===== src/rtl/pll_ctrl_pkg.sv =====
// Shared constants, register map and types for the clock-synthesis control block.
// Assumes a single pclk domain and an APB register bus.
package pll_ctrl_pkg;

   // ------------------------------------------------------------------
   // Register offsets (byte addresses)
   // ------------------------------------------------------------------
   localparam logic [7:0] OFF_CTRL    = 8'h00;
   localparam logic [7:0] OFF_DIVSET  = 8'h04;
   localparam logic [7:0] OFF_LOCKCNT = 8'h08;
   localparam logic [7:0] OFF_SKEW    = 8'h0C;
   localparam logic [7:0] OFF_ROUTE   = 8'h10;
   localparam logic [7:0] OFF_STATUS  = 8'h14;
   localparam logic [7:0] OFF_IRQ_ST  = 8'h18;
   localparam logic [7:0] OFF_IRQ_MSK = 8'h1C;

   // ------------------------------------------------------------------
   // Field positions
   // ------------------------------------------------------------------
   localparam int CTRL_DIFF_BIT   = 0;
   localparam int CTRL_EXTFB_BIT  = 1;
   localparam int CTRL_FBSEL_LSB  = 4;
   localparam int DIV_FIELD_W     = 5;
   localparam int DIV0_LSB        = 0;
   localparam int DIV1_LSB        = 8;
   localparam int DIV2_LSB        = 16;
   localparam int SKEW_FIELD_W    = 3;
   localparam int IRQ_LOCK_BIT    = 0;
   localparam int IRQ_UNLOCK_BIT  = 1;

   // ------------------------------------------------------------------
   // Reset values and limits
   // ------------------------------------------------------------------
   localparam logic [31:0] CTRL_RST    = 32'h0000_0000;
   localparam logic [31:0] DIVSET_RST  = 32'h0001_0101;
   localparam logic [8:0]  LOCKCNT_RST = 9'h010;
   localparam logic [8:0]  LOCKCNT_MIN = 9'h010;
   localparam logic [8:0]  LOCKCNT_MAX = 9'h100;
   localparam logic [4:0]  DIV_ONE     = 5'h01;

   // Routing source codes for each output pin
   typedef enum logic [2:0] {
      SRC_DIV0, SRC_DIV1, SRC_DIV2, SRC_REF_SEL, SRC_REF_OTHER, SRC_OFF
   } route_src_t;

   typedef struct packed {
      logic ref_single_first;
      logic ref_single_second;
      logic ref_diff_pos;
      logic ref_diff_neg;
   } ref_pins_t;

endpackage


===== src/rtl/pow2_divider.sv =====
// Power-of-two output divider driven by an oscillator-rate enable.
// Assumes the source clock arrives as a sampled level in pclk.
`timescale 1ns/1ps
module pow2_divider (
   input  wire logic       pclk,
   input  wire logic       presetn,
   input  wire logic       src,
   input  wire logic [4:0] ratio,
   output logic            div_out
);
   logic [4:0] cnt_r, cnt_nxt;
   logic       src_d_r;
   logic       out_r, out_nxt;
   logic       rise;
   logic [5:0] ratio_full;

   assign rise = src & ~src_d_r;
   // Code zero selects ratio 32, the one value a 5-bit one-hot misses
   assign ratio_full = (ratio == 5'h00) ? 6'h20 : {1'b0, ratio};

   // ------------------------------------------------------------------
   // Next state
   // ------------------------------------------------------------------
   always_comb begin
      cnt_nxt = cnt_r;
      out_nxt = out_r;
      if (ratio == 5'h01) begin
         out_nxt = src;
         cnt_nxt = 5'h00;
      end else if (rise) begin
         // Toggle every ratio/2 source edges
         if ({1'b0, cnt_r} >= (ratio_full >> 1) - 6'h01) begin
            cnt_nxt = 5'h00;
            out_nxt = ~out_r;
         end else begin
            cnt_nxt = cnt_r + 5'h01;
         end
      end
   end

   always_ff @(posedge pclk or negedge presetn) begin
      if (!presetn) begin
         cnt_r   <= 5'h00;
         out_r   <= 1'b0;
         src_d_r <= 1'b0;
      end else begin
         cnt_r   <= cnt_nxt;
         out_r   <= out_nxt;
         src_d_r <= src;
      end
   end

   assign div_out = out_r;
endmodule // pow2_divider


===== src/rtl/pll_divider_refselect_lock.sv =====
// Digital control around the clock-synthesis loop: reference choice,
// three power-of-two dividers, bypass, lock detect, skew and routing.
// Assumes pins are asynchronous; oscillator is sampled as a level in pclk.
//
// Decided for this implementation: the APB interface to the registers and the placing of the registers.
`timescale 1ns/1ps

module pll_divider_refselect_lock
   import pll_ctrl_pkg::*;
#(
   parameter int N_OUT = 4
) (
   input  wire logic                      pclk,
   input  wire logic                      presetn,
   input  wire logic                      psel,
   input  wire logic                      penable,
   input  wire logic                      pwrite,
   input  wire logic [7:0]                paddr,
   input  wire logic [31:0]               pwdata,
   output logic      [31:0]               prdata,
   output logic                           pready,
   output logic                           pslverr,
   input  wire pll_ctrl_pkg::ref_pins_t   ref_pins,
   input  wire logic                      ref_input_choose,
   input  wire logic                      bypass_pin,
   input  wire logic                      vco_clk,
   input  wire logic                      phase_freq_compare,
   input  wire logic                      ext_fb_in,
   output logic                           fb_to_compare,
   output logic                           lock,
   output logic      [N_OUT-1:0]          clk_out,
   output logic                           irq
);
   import pll_ctrl_pkg::*;

   if (N_OUT < 1 || N_OUT > 8) begin : g_bad_n_out
      $error("N_OUT must be 1..8");
   end

   // ------------------------------------------------------------------
   // Pin synchronisers
   // ------------------------------------------------------------------
   localparam int NS = 8;
   logic [NS-1:0] s1_r, s2_r;
   logic [NS-1:0] pins_in;
   assign pins_in = {ref_pins, ref_input_choose, bypass_pin, vco_clk, phase_freq_compare};

   always_ff @(posedge pclk or negedge presetn) begin
      if (!presetn) begin
         s1_r <= '0;
         s2_r <= '0;
      end else begin
         s1_r <= pins_in;
         s2_r <= s1_r;
      end
   end

   logic ra, rb, rp, rn, choose, bypass, vco, in_lock;
   logic ext_fb_s1_r, ext_fb_r;
   assign {ra, rb, rp, rn, choose, bypass, vco, in_lock} = s2_r;

   always_ff @(posedge pclk or negedge presetn) begin
      if (!presetn) begin
         ext_fb_s1_r <= 1'b0;
         ext_fb_r    <= 1'b0;
      end else begin
         ext_fb_s1_r <= ext_fb_in;
         ext_fb_r    <= ext_fb_s1_r;
      end
   end

   // ------------------------------------------------------------------
   // Register file
   // ------------------------------------------------------------------
   logic [31:0] ctrl_r, ctrl_nxt;
   logic [31:0] div_r, div_nxt;
   logic [8:0]  lockcnt_r, lockcnt_nxt;
   logic [31:0] skew_r, skew_nxt;
   logic [31:0] route_r, route_nxt;
   logic [1:0]  irq_st_r, irq_st_nxt;
   logic [1:0]  irq_msk_r, irq_msk_nxt;
   logic        wr_en, rd_en;
   logic        lock_rise, lock_fall;

   // Legal settings: one-hot ratios 1..16, zero for 32
   function automatic logic div_legal(input logic [4:0] v);
      return (v & (v - 5'h01)) == 5'h00;
   endfunction

   function automatic logic [4:0] div_field(input logic [31:0] w, input int lsb);
      return w[lsb +: DIV_FIELD_W];
   endfunction

   assign wr_en   = psel & penable & pwrite;
   assign rd_en   = psel & ~pwrite;
   assign pready  = 1'b1;

   always_comb begin
      pslverr = 1'b0;
      if (psel && penable) begin
         case (paddr)
            OFF_CTRL, OFF_DIVSET, OFF_LOCKCNT, OFF_SKEW, OFF_ROUTE,
            OFF_STATUS, OFF_IRQ_ST, OFF_IRQ_MSK: pslverr = 1'b0;
            default: pslverr = 1'b1;
         endcase
      end
   end

   always_comb begin
      ctrl_nxt    = ctrl_r;
      div_nxt     = div_r;
      lockcnt_nxt = lockcnt_r;
      skew_nxt    = skew_r;
      route_nxt   = route_r;
      irq_msk_nxt = irq_msk_r;
      irq_st_nxt  = irq_st_r;
      if (wr_en) begin
         case (paddr)
            OFF_CTRL: ctrl_nxt = pwdata & 32'h0000_0033;
            OFF_DIVSET: begin
               // Illegal ratios are ignored field by field
               if (div_legal(div_field(pwdata, DIV0_LSB)))
                  div_nxt[DIV0_LSB +: DIV_FIELD_W] = div_field(pwdata, DIV0_LSB);
               if (div_legal(div_field(pwdata, DIV1_LSB)))
                  div_nxt[DIV1_LSB +: DIV_FIELD_W] = div_field(pwdata, DIV1_LSB);
               if (div_legal(div_field(pwdata, DIV2_LSB)))
                  div_nxt[DIV2_LSB +: DIV_FIELD_W] = div_field(pwdata, DIV2_LSB);
            end
            OFF_LOCKCNT: begin
               // Out-of-range counts clamp
               if (pwdata[8:0] < LOCKCNT_MIN)
                  lockcnt_nxt = LOCKCNT_MIN;
               else if (pwdata > 32'(LOCKCNT_MAX))
                  lockcnt_nxt = LOCKCNT_MAX;
               else
                  lockcnt_nxt = pwdata[8:0];
            end
            OFF_SKEW:    skew_nxt    = pwdata;
            OFF_ROUTE:   route_nxt   = pwdata;
            OFF_IRQ_MSK: irq_msk_nxt = pwdata[1:0];
            OFF_IRQ_ST:  irq_st_nxt  = irq_st_r & ~pwdata[1:0];
            default: ;
         endcase
      end
      // Set wins over a same-cycle clear
      if (lock_rise) irq_st_nxt[IRQ_LOCK_BIT] = 1'b1;
      if (lock_fall) irq_st_nxt[IRQ_UNLOCK_BIT] = 1'b1;
   end

   always_ff @(posedge pclk or negedge presetn) begin
      if (!presetn) begin
         ctrl_r    <= CTRL_RST;
         div_r     <= DIVSET_RST;
         lockcnt_r <= LOCKCNT_RST;
         skew_r    <= 32'h0000_0000;
         route_r   <= 32'h0000_0000;
         irq_st_r  <= 2'h0;
         irq_msk_r <= 2'h0;
      end else begin
         ctrl_r    <= ctrl_nxt;
         div_r     <= div_nxt;
         lockcnt_r <= lockcnt_nxt;
         skew_r    <= skew_nxt;
         route_r   <= route_nxt;
         irq_st_r  <= irq_st_nxt;
         irq_msk_r <= irq_msk_nxt;
      end
   end

   logic diff_mode, ext_fb;
   logic [1:0] fb_sel;
   assign diff_mode = ctrl_r[CTRL_DIFF_BIT];
   assign ext_fb    = ctrl_r[CTRL_EXTFB_BIT];
   assign fb_sel    = ctrl_r[CTRL_FBSEL_LSB +: 2];

   // ------------------------------------------------------------------
   // Reference selection
   // ------------------------------------------------------------------
   logic ref_sel, ref_other;
   always_comb begin
      if (diff_mode) begin
         // Select pin is assumed held low by the board here
         ref_sel   = rp & ~rn;
         ref_other = 1'b0;
      end else begin
         ref_sel   = choose ? rb : ra;
         ref_other = choose ? ra : rb;
      end
   end

   // ------------------------------------------------------------------
   // Dividers
   // ------------------------------------------------------------------
   logic       div_src;
   logic [2:0] div_raw;
   logic [2:0] div_o;
   assign div_src = bypass ? ref_sel : vco;

   for (genvar k = 0; k < 3; k++) begin : g_div
      pow2_divider u_div (
         .pclk    (pclk),
         .presetn (presetn),
         .src     (div_src),
         .ratio   (div_r[k*8 +: DIV_FIELD_W]),
         .div_out (div_raw[k])
      );
      // Ratio 1 in bypass passes the reference inverted
      assign div_o[k] = (bypass && div_r[k*8 +: DIV_FIELD_W] == DIV_ONE)
                        ? ~div_raw[k] : div_raw[k];
   end

   // Feedback: internal divider or an external pin
   always_comb begin
      case (fb_sel)
         2'd0:    fb_to_compare = ext_fb ? ext_fb_r : div_o[0];
         2'd1:    fb_to_compare = ext_fb ? ext_fb_r : div_o[1];
         2'd2:    fb_to_compare = ext_fb ? ext_fb_r : div_o[2];
         default: fb_to_compare = ext_fb ? ext_fb_r : div_o[0];
      endcase
   end

   // ------------------------------------------------------------------
   // Lock detect
   // ------------------------------------------------------------------
   typedef enum {LK_IDLE, LK_COUNT, LK_LOCKED} lk_state_t;
   lk_state_t  lk_r, lk_nxt;
   logic [8:0] lkcnt_r, lkcnt_nxt;
   logic       ref_d_r, ref_edge;

   always_ff @(posedge pclk or negedge presetn) begin
      if (!presetn) ref_d_r <= 1'b0;
      else          ref_d_r <= ref_sel;
   end
   assign ref_edge = ref_sel & ~ref_d_r;

   always_comb begin
      lk_nxt    = lk_r;
      lkcnt_nxt = lkcnt_r;
      case (lk_r)
         LK_IDLE: begin
            lkcnt_nxt = 9'h000;
            if (in_lock && !bypass) lk_nxt = LK_COUNT;
         end
         LK_COUNT: begin
            if (!in_lock || bypass) begin
               lk_nxt    = LK_IDLE;
               lkcnt_nxt = 9'h000;
            end else if (ref_edge) begin
               lkcnt_nxt = lkcnt_r + 9'h001;
               if (lkcnt_r + 9'h001 >= lockcnt_r) lk_nxt = LK_LOCKED;
            end
         end
         LK_LOCKED: begin
            if (!in_lock || bypass) begin
               lk_nxt    = LK_IDLE;
               lkcnt_nxt = 9'h000;
            end
         end
         default: lk_nxt = LK_IDLE;
      endcase
   end

   always_ff @(posedge pclk or negedge presetn) begin
      if (!presetn) begin
         lk_r    <= LK_IDLE;
         lkcnt_r <= 9'h000;
      end else begin
         lk_r    <= lk_nxt;
         lkcnt_r <= lkcnt_nxt;
      end
   end

   // Gated by live condition so loss drops the output the same cycle
   assign lock = (lk_r == LK_LOCKED) && in_lock && !bypass;

   logic lock_d_r;
   always_ff @(posedge pclk or negedge presetn) begin
      if (!presetn) lock_d_r <= 1'b0;
      else          lock_d_r <= lock;
   end
   assign lock_rise = lock & ~lock_d_r;
   assign lock_fall = ~lock & lock_d_r;
   assign irq = |(irq_st_r & irq_msk_r);

   // ------------------------------------------------------------------
   // Skew: delay line clocked by oscillator edges
   // ------------------------------------------------------------------
   // Steps are whole oscillator periods, no analog delay element
   logic [2:0] dly_r [3][8];
   logic [2:0] dly_nxt [3][8];
   logic       vco_d_r, vco_edge;
   logic [2:0] skewed;

   always_ff @(posedge pclk or negedge presetn) begin
      if (!presetn) vco_d_r <= 1'b0;
      else          vco_d_r <= vco;
   end
   assign vco_edge = vco & ~vco_d_r;

   always_comb begin
      dly_nxt = dly_r;
      for (int k = 0; k < 3; k++) begin
         if (vco_edge) begin
            dly_nxt[k][0] = {2'b00, div_o[k]};
            for (int j = 1; j < 8; j++) dly_nxt[k][j] = dly_r[k][j-1];
         end
      end
   end

   always_ff @(posedge pclk or negedge presetn) begin
      if (!presetn) begin
         for (int k = 0; k < 3; k++)
            for (int j = 0; j < 8; j++) dly_r[k][j] <= 3'h0;
      end else begin
         dly_r <= dly_nxt;
      end
   end

   always_comb begin
      for (int k = 0; k < 3; k++) begin
         // Bypass skips skew entirely
         if (bypass || skew_r[k*4 +: SKEW_FIELD_W] == 3'h0)
            skewed[k] = div_o[k];
         else
            skewed[k] = dly_r[k][skew_r[k*4 +: SKEW_FIELD_W] - 3'h1][0];
      end
   end

   // ------------------------------------------------------------------
   // Output routing matrix
   // ------------------------------------------------------------------
   logic [N_OUT-1:0] out_nxt, out_r;
   always_comb begin
      for (int i = 0; i < N_OUT; i++) begin
         case (route_src_t'(route_r[i*4 +: 3]))
            SRC_DIV0:      out_nxt[i] = skewed[0];
            SRC_DIV1:      out_nxt[i] = skewed[1];
            SRC_DIV2:      out_nxt[i] = skewed[2];
            SRC_REF_SEL:   out_nxt[i] = diff_mode ? 1'b0 : ref_sel;
            SRC_REF_OTHER: out_nxt[i] = diff_mode ? 1'b0 : ref_other;
            default:       out_nxt[i] = 1'b0;
         endcase
      end
   end

   always_ff @(posedge pclk or negedge presetn) begin
      if (!presetn) out_r <= '0;
      else          out_r <= out_nxt;
   end
   assign clk_out = out_r;

   // ------------------------------------------------------------------
   // Read mux
   // ------------------------------------------------------------------
   always_comb begin
      prdata = 32'h0000_0000;
      if (rd_en) begin
         case (paddr)
            OFF_CTRL:    prdata = ctrl_r;
            OFF_DIVSET:  prdata = div_r;
            OFF_LOCKCNT: prdata = {23'h0, lockcnt_r};
            OFF_SKEW:    prdata = skew_r;
            OFF_ROUTE:   prdata = route_r;
            OFF_STATUS:  prdata = {28'h0, bypass, in_lock, lk_r == LK_COUNT, lock};
            OFF_IRQ_ST:  prdata = {30'h0, irq_st_r};
            OFF_IRQ_MSK: prdata = {30'h0, irq_msk_r};
            default:     prdata = 32'h0000_0000;
         endcase
      end
   end
endmodule // pll_divider_refselect_lock


===== config.mk =====
export PLATFORM = sky130hd
export DESIGN_NAME = pll_divider_refselect_lock
export DESIGN_NICKNAME = d
export VERILOG_FILES = /design/src/rtl/pll_ctrl_pkg.sv /design/src/rtl/pow2_divider.sv /design/src/rtl/pll_divider_refselect_lock.sv
export SDC_FILE = /design/constraint.sdc
export NUM_CORES = 1
export LEC_CHECK = 0
export ABC_AREA = 1
export CORE_ASPECT_RATIO = 2
export CORE_MARGIN = 2
export CORE_UTILIZATION = 52
export CTS_CLUSTER_SIZE = 25
export DETAILED_ROUTE_END_ITERATION = 16
export DONT_BUFFER_PORTS = 1
export PLACE_DENSITY_LB_ADDON = 0.25
export SKIP_CTS_REPAIR_TIMING = 1
export SLEW_MARGIN = 20
export SYNTH_ARGS = -nofsm -noshare
export SYNTH_HDL_FRONTEND = slang
export SYNTH_HIERARCHICAL = 1
export SYNTH_SLANG_ARGS = --single-unit

===== constraint.sdc =====
create_clock -name pclk -period 2.59 [get_ports pclk]
set_clock_uncertainty 0.2 [all_clocks]
set_input_delay 0.518 -clock pclk [delete_from_list [all_inputs] [get_ports pclk]]
set_output_delay 0.518 -clock pclk [all_outputs]
set_load 0.02 [all_outputs]

==> results.yml, run 1 <==
cts:
  cts_buffers: 17
  cts_root_buf: "clkbuf_16"
  ctsHtreeMaxLevel: 4
  cts_sinks: 177
  clock_path_buffers: 2
  insertion_delay_ps: 440
  cts_tree: "yes"
  clk_pin_slew_ps: 70
critical_path:
  criticalPathCategory: "register to output pin"
  critPathRequiredTime_ps: 1870
  start_kind: "register"
  cp_max_fo: 2
  crit_path_end_kind: "output pin"
  ff2ff_setup_slack_ps: 160
  worstPathArrival_ps: 1900
synth:
  synth_edf_count: 0
  synth_nets: 1342
  synth_xor_xnor_area_share: 0.0222
  yosysWarnings: 6
  synth.area.mux_share: 0.00215
  async_flop_share: 1.00
  synthAdderAreaFrac: 0.0494
  ys_types: 45
  synth_top_family_by_area: "simple AND/OR/NAND/NOR gates"
  ys_ff_latch: 177
  synthSimpleGateAreaFrac: 0.277
  synth.avg_cell_area_um2: 7.91
  synthFlopType: "dfrtp_1"
  yosysSeqAreaShare: 0.449
  syn_inst: 1249
  synth-compound-area-share: 0.114
  syn_area_um2: 9880
sta:
  period_needed_ps: 2610
  finalCritPeriodShare: 1.01
  hold_ws_ps: -431
  fin_setup_tns_ps: -23.0
  tightestPinTransition_ps: 602
  max_freq_mhz: 383
  fin_ws_ps: -23.0
  final-setup-viol-count: 1
  hold_viol_final: 179
  rsz0062_at_grt: "true"
  finalMaxSlewViolations: 0
  max_slew_margin: 0.598
floorplanning:
  rows: 71
  die_w_um: 101
  die_area_um2: 20200
  fp.dieH_um: 199
  start_util: 0.527
  pin_count: 95
  design.core.area_um2: 18700
layout:
  area_delta_synth_final_pct: 14.8
  final_cell_mix: "nand2_1 (358), inv_1 (170), dfrtp_1 (169)"
  regArea_um2: 4440
  design_area_um2: 11300
  final_common_cell: "nand2_1"
  fin_cells: 1579
  nets: 1404
  drive_gt1_frac: 0.146
  diodes: 0
  multiInputGateArea_um2: 4670
  fillerInstances: 1697
  final_util: 0.605
grt:
  grt.overflow.total: 0
  grt.total_usage: 0.252
  grt_pass1_wl_mm: 39.1
  first_global_vias: 8024
  antenna_found_initial: 0
  grt_max_degree: 178
outcome:
  status: "finished with violations"
  violations: "hold timing, setup timing"
route:
  dr.pass1.iters: 5
  post_drt_wl_per_cell_um: 15.3
  drt_wl_total_mm: 24.1
  drtIter0Drc: 457
  drtAntennaViolNets: 0
  drc: 0
  avgViaCountPerCell: 5.24
  vias: 8276
pwr:
  power_mw: 7.00
  power_density_nw_per_um2: 617
  p_leak_nw: 5.54
  ir_drop_mv: 0.475
placed_design:
  dp.cells: 1527
  detailedPlace.worstSlack_ps: 84.8
  port_buffers: 0
  dp_hpwl_mm: 18.0
  placed_area_um2: 10500
  gp_congestion: 0.889
hold_path:
  hold_class: "input pin to asynchronous set/reset pin"
flow_run:
  drv_cap: 0
-- cells by family (layout without fill, tap and decap cells) --
family          Yosys count  in the layout
simple gates            589            589
buf+inv                 212            287
compound gates          204            204
flops                   177            177
fa+ha+maj                39             39
xor+xnor                 25             25
mux                       2              2
other cells               1              1
-- flip-flops by register name, indices dropped and copies added, names as in the netlist, 4 cells and up --
signal and cells:
lkcnt_r 9, clk_out 4, skew_r 32, g_div.u_div/cnt_r 15, s1_r 8, route_r 32
lockcnt_r 9, dly_r 24, s2_r 8, ctrl_r 4, div_r 15
-- critical path, cell delays in order, from the launching register on --
cell and delay [ps]:
dfstp_2 540, inv_2 40, nor2_2 110, nand3_1 80, nand2_1 100, and2_4 170
nand2_2 50, a21oi_2 160, nor2_2 70, buf_6 130
-- power by group --
group | switching (mW) | leakage, nW | internal [mW]
Combinational | 0.643 | 2.96 | 0.440
Clock | 1.10 | 0.279 | 1.47
Sequential | 0.285 | 2.30 | 3.06
Total | 2.03 | 5.54 | 4.97
-- layer usage --
layer / global-route usage / wire, um / vias up
met2: 0.449 / 12900 / 187
met5: 0 / 0 / -
met3: 0.0457 / 748 / 69
met4: 0.137 / 1270 / 0
li1: - / - / 4124
met1: 0.278 / 9180 / 3896
-- final timing paths --
| check | start | depth (start not counted) | endpoint |
|---|---|---|---|
| worst max-delay path | div_r[16]$_DFFE_PN1P_ | 9 | fb_to_compare |
| worst min-delay path | presetn | 0 | g_div[2].u_div/cnt_r[0]$_DFFE_PN0P_ |
| worst max register to register | lkcnt_r[1]$_DFFE_PN0P_ | 14 | lk_r[1]$_DFFE_PN0P_ |
| worst min register to register | s1_r[0]$_DFF_PN0_ | 0 | s2_r[0]$_DFF_PN0_ |
| max in group asynchronous | presetn | 0 | div_r[0]$_DFFE_PN1P_ |
| min in group pclk | pwdata[3] | 2 | lockcnt_r[3]$_DFFE_PN0P_ |
-- synth_stat cells (all sizes together), types with 5 or more instances --
cell type	instances	area share
inv	185	0.070
dfrtp	173	0.44
o22ai	11	0.0070
nand3	68	0.040
o211ai	6	0.0051
nand4	28	0.021
o21ai	137	0.073
clkbuf	9	0.0039
ha	39	0.049
nor2	88	0.048
xor2	16	0.014
o21bai	5	0.0038
nand2	373	0.15
nor3	28	0.018
buf	18	0.012
xnor2	9	0.0080
a21oi	38	0.019
-- area by class of cell --
class	count	share of cell area
multi-input combinational	860	0.412
sequential	177	0.392
inverter	185	0.0617
timing repair buffer	70	0.0547
clock buffer	20	0.0403
tap	255	0.0281
clock inverter	12	0.0116
(Power assumes the default switching activity.)
==> inputs of run 2 (changes only) <==
--- a/config.mk
+++ b/config.mk
@@ -6,7 +6,7 @@
 export NUM_CORES = 1
 export LEC_CHECK = 0
 export ABC_AREA = 1
-export CORE_ASPECT_RATIO = 2
+export CORE_ASPECT_RATIO = 0.8
 export CORE_MARGIN = 2
 export CORE_UTILIZATION = 52
 export CTS_CLUSTER_SIZE = 25
==> results.yml, run 2 (same netlist as run 1, synthesis figures left out) <==
hold_path:
  hold_class: "input pin to asynchronous set/reset pin"
sta:
  finalMaxSlewViolations: 0
  period_needed_ps: 2650
  max_freq_mhz: 378
  rsz0062_at_grt: "true"
  fin_setup_tns_ps: -58.9
  max_slew_margin: 0.550
  tightestPinTransition_ps: 674
  finalCritPeriodShare: 1.02
  hold_ws_ps: -424
  final-setup-viol-count: 1
  hold_viol_final: 177
  fin_ws_ps: -58.9
grt:
  grt.overflow.total: 0
  antenna_found_initial: 0
  first_global_vias: 7809
  grt_max_degree: 178
  grt.total_usage: 0.257
  grt_pass1_wl_mm: 40.3
cts:
  cts_sinks: 177
  insertion_delay_ps: 440
  clock_path_buffers: 2
  clk_pin_slew_ps: 70
  ctsHtreeMaxLevel: 4
  cts_buffers: 17
  cts_tree: "yes"
  cts_root_buf: "clkbuf_16"
pwr:
  swShare: 0.320
  p_sw_mw: 2.26
  p_comb_frac: 0.156
  power_mw: 7.07
  ir_drop_mv: 0.356
  power_density_nw_per_um2: 618
  p_leak_nw: 5.59
  seq_power_share: 0.473
  p_clk_frac: 0.371
  intPower_mw: 4.80
placed_design:
  dp_hpwl_mm: 18.3
  placed_area_um2: 10500
  port_buffers: 0
  detailedPlace.worstSlack_ps: 49.8
  dp.cells: 1529
  gp_congestion: 0.924
route:
  drtIter0Drc: 763
  post_drt_wl_per_cell_um: 16.1
  drtAntennaViolNets: 0
  drc: 0
  drt_wl_total_mm: 25.4
  vias: 8487
  dr.pass1.iters: 6
  avgViaCountPerCell: 5.36
critical_path:
  cp_max_fo: 4
  criticalPathCategory: "register to output pin"
  cp_cell_sequence: "nand2_2 -> nor2_2 -> nand2_1 -> nand2_1 -> nand2_2 -> o21bai_1 -> a21oi_2 -> nor2_1 -> buf_4"
  crit_path_end_kind: "output pin"
  worstPathArrival_ps: 1930
  critPathRequiredTime_ps: 1870
  slowest_delay_ps: 570
  start_kind: "register"
  cp_slowest_cell: "dfstp_2"
layout:
  fillerInstances: 1684
  diodes: 0
  largestRegisters: "route_r (32), skew_r (32), dly_r (24)"
  final_util: 0.608
  nets: 1406
  area_delta_synth_final_pct: 15.8
  drive_gt1_frac: 0.148
  design_area_um2: 11400
  fin_cells: 1584
  final_cell_mix: "nand2_1 (356), inv_1 (171), dfrtp_1 (169)"
  final_common_cell: "nand2_1"
outcome:
  status: "finished with violations"
  violations: "hold timing, setup timing"
floorplanning:
  rows: 45
  design.core.area_um2: 18800
  die_area_um2: 20100
  start_util: 0.525
  fp.dieH_um: 127
  die_w_um: 158
  pin_count: 95
flow_run:
  drv_cap: 0
## run 2: cell type report
cell class | instances | area [um^2] | share of cell area
clock buffers | 17 | 425 | 0.0372
clock inverters | 15 | 180 | 0.0157
inverters | 185 | 699 | 0.0611
multi-input cells | 860 | 4700 | 0.411
flip-flops and latches | 177 | 4440 | 0.388
well taps | 258 | 323 | 0.0282
repair buffers | 72 | 674 | 0.0589
## run 2: final timing paths
check / cells past startpoint / from / slack, ps / end
worst max-delay path: 9 / div_r[8]$_DFFE_PN1P_ / -60 / fb_to_compare
worst min-delay path: 0 / presetn / -420 / s2_r[5]$_DFF_PN0_
worst max register to register: 15 / lkcnt_r[0]$_DFFE_PN0P_ / 200 / lk_r[1]$_DFFE_PN0P_
worst min register to register: 0 / s1_r[2]$_DFF_PN0_ / 150 / s2_r[2]$_DFF_PN0_
max in group asynchronous: 0 / presetn / 2290 / div_r[16]$_DFFE_PN1P_
min in group pclk: 2 / pwdata[1] / 10 / lockcnt_r[1]$_DFFE_PN0P_
## run 2: power groups by stage
stage,logic (mW),clock network (mW),registers (mW)
after CTS,1.07,2.66,3.34
final,1.11,2.62,3.34
after detailed placement,1.06,0,3.39
after global placement,1.02,0,3.38
after global routing,1.27,2.80,3.39
after floorplan,0.816,0,3.32
## run 2: layer usage
layer / part of all wire / vias up / global-route usage
li1: - / 4129 / -
met1: 0.46 / 4034 / 0.374
met2: 0.44 / 291 / 0.382
met3: 0.082 / 33 / 0.0638
met4: 0.015 / 0 / 0.0721
met5: 0 / - / 0
## run 2: critical path, delay by kind of cell, from the launching register on
| kind | cells | cell delay [ps] |
|---|---|---|
| buffers and inverters | 1 | 150 |
| and+or+nand+nor | 6 | 530 |
| DFF | 1 | 570 |
| AOI/OAI and AO/OA | 2 | 240 |
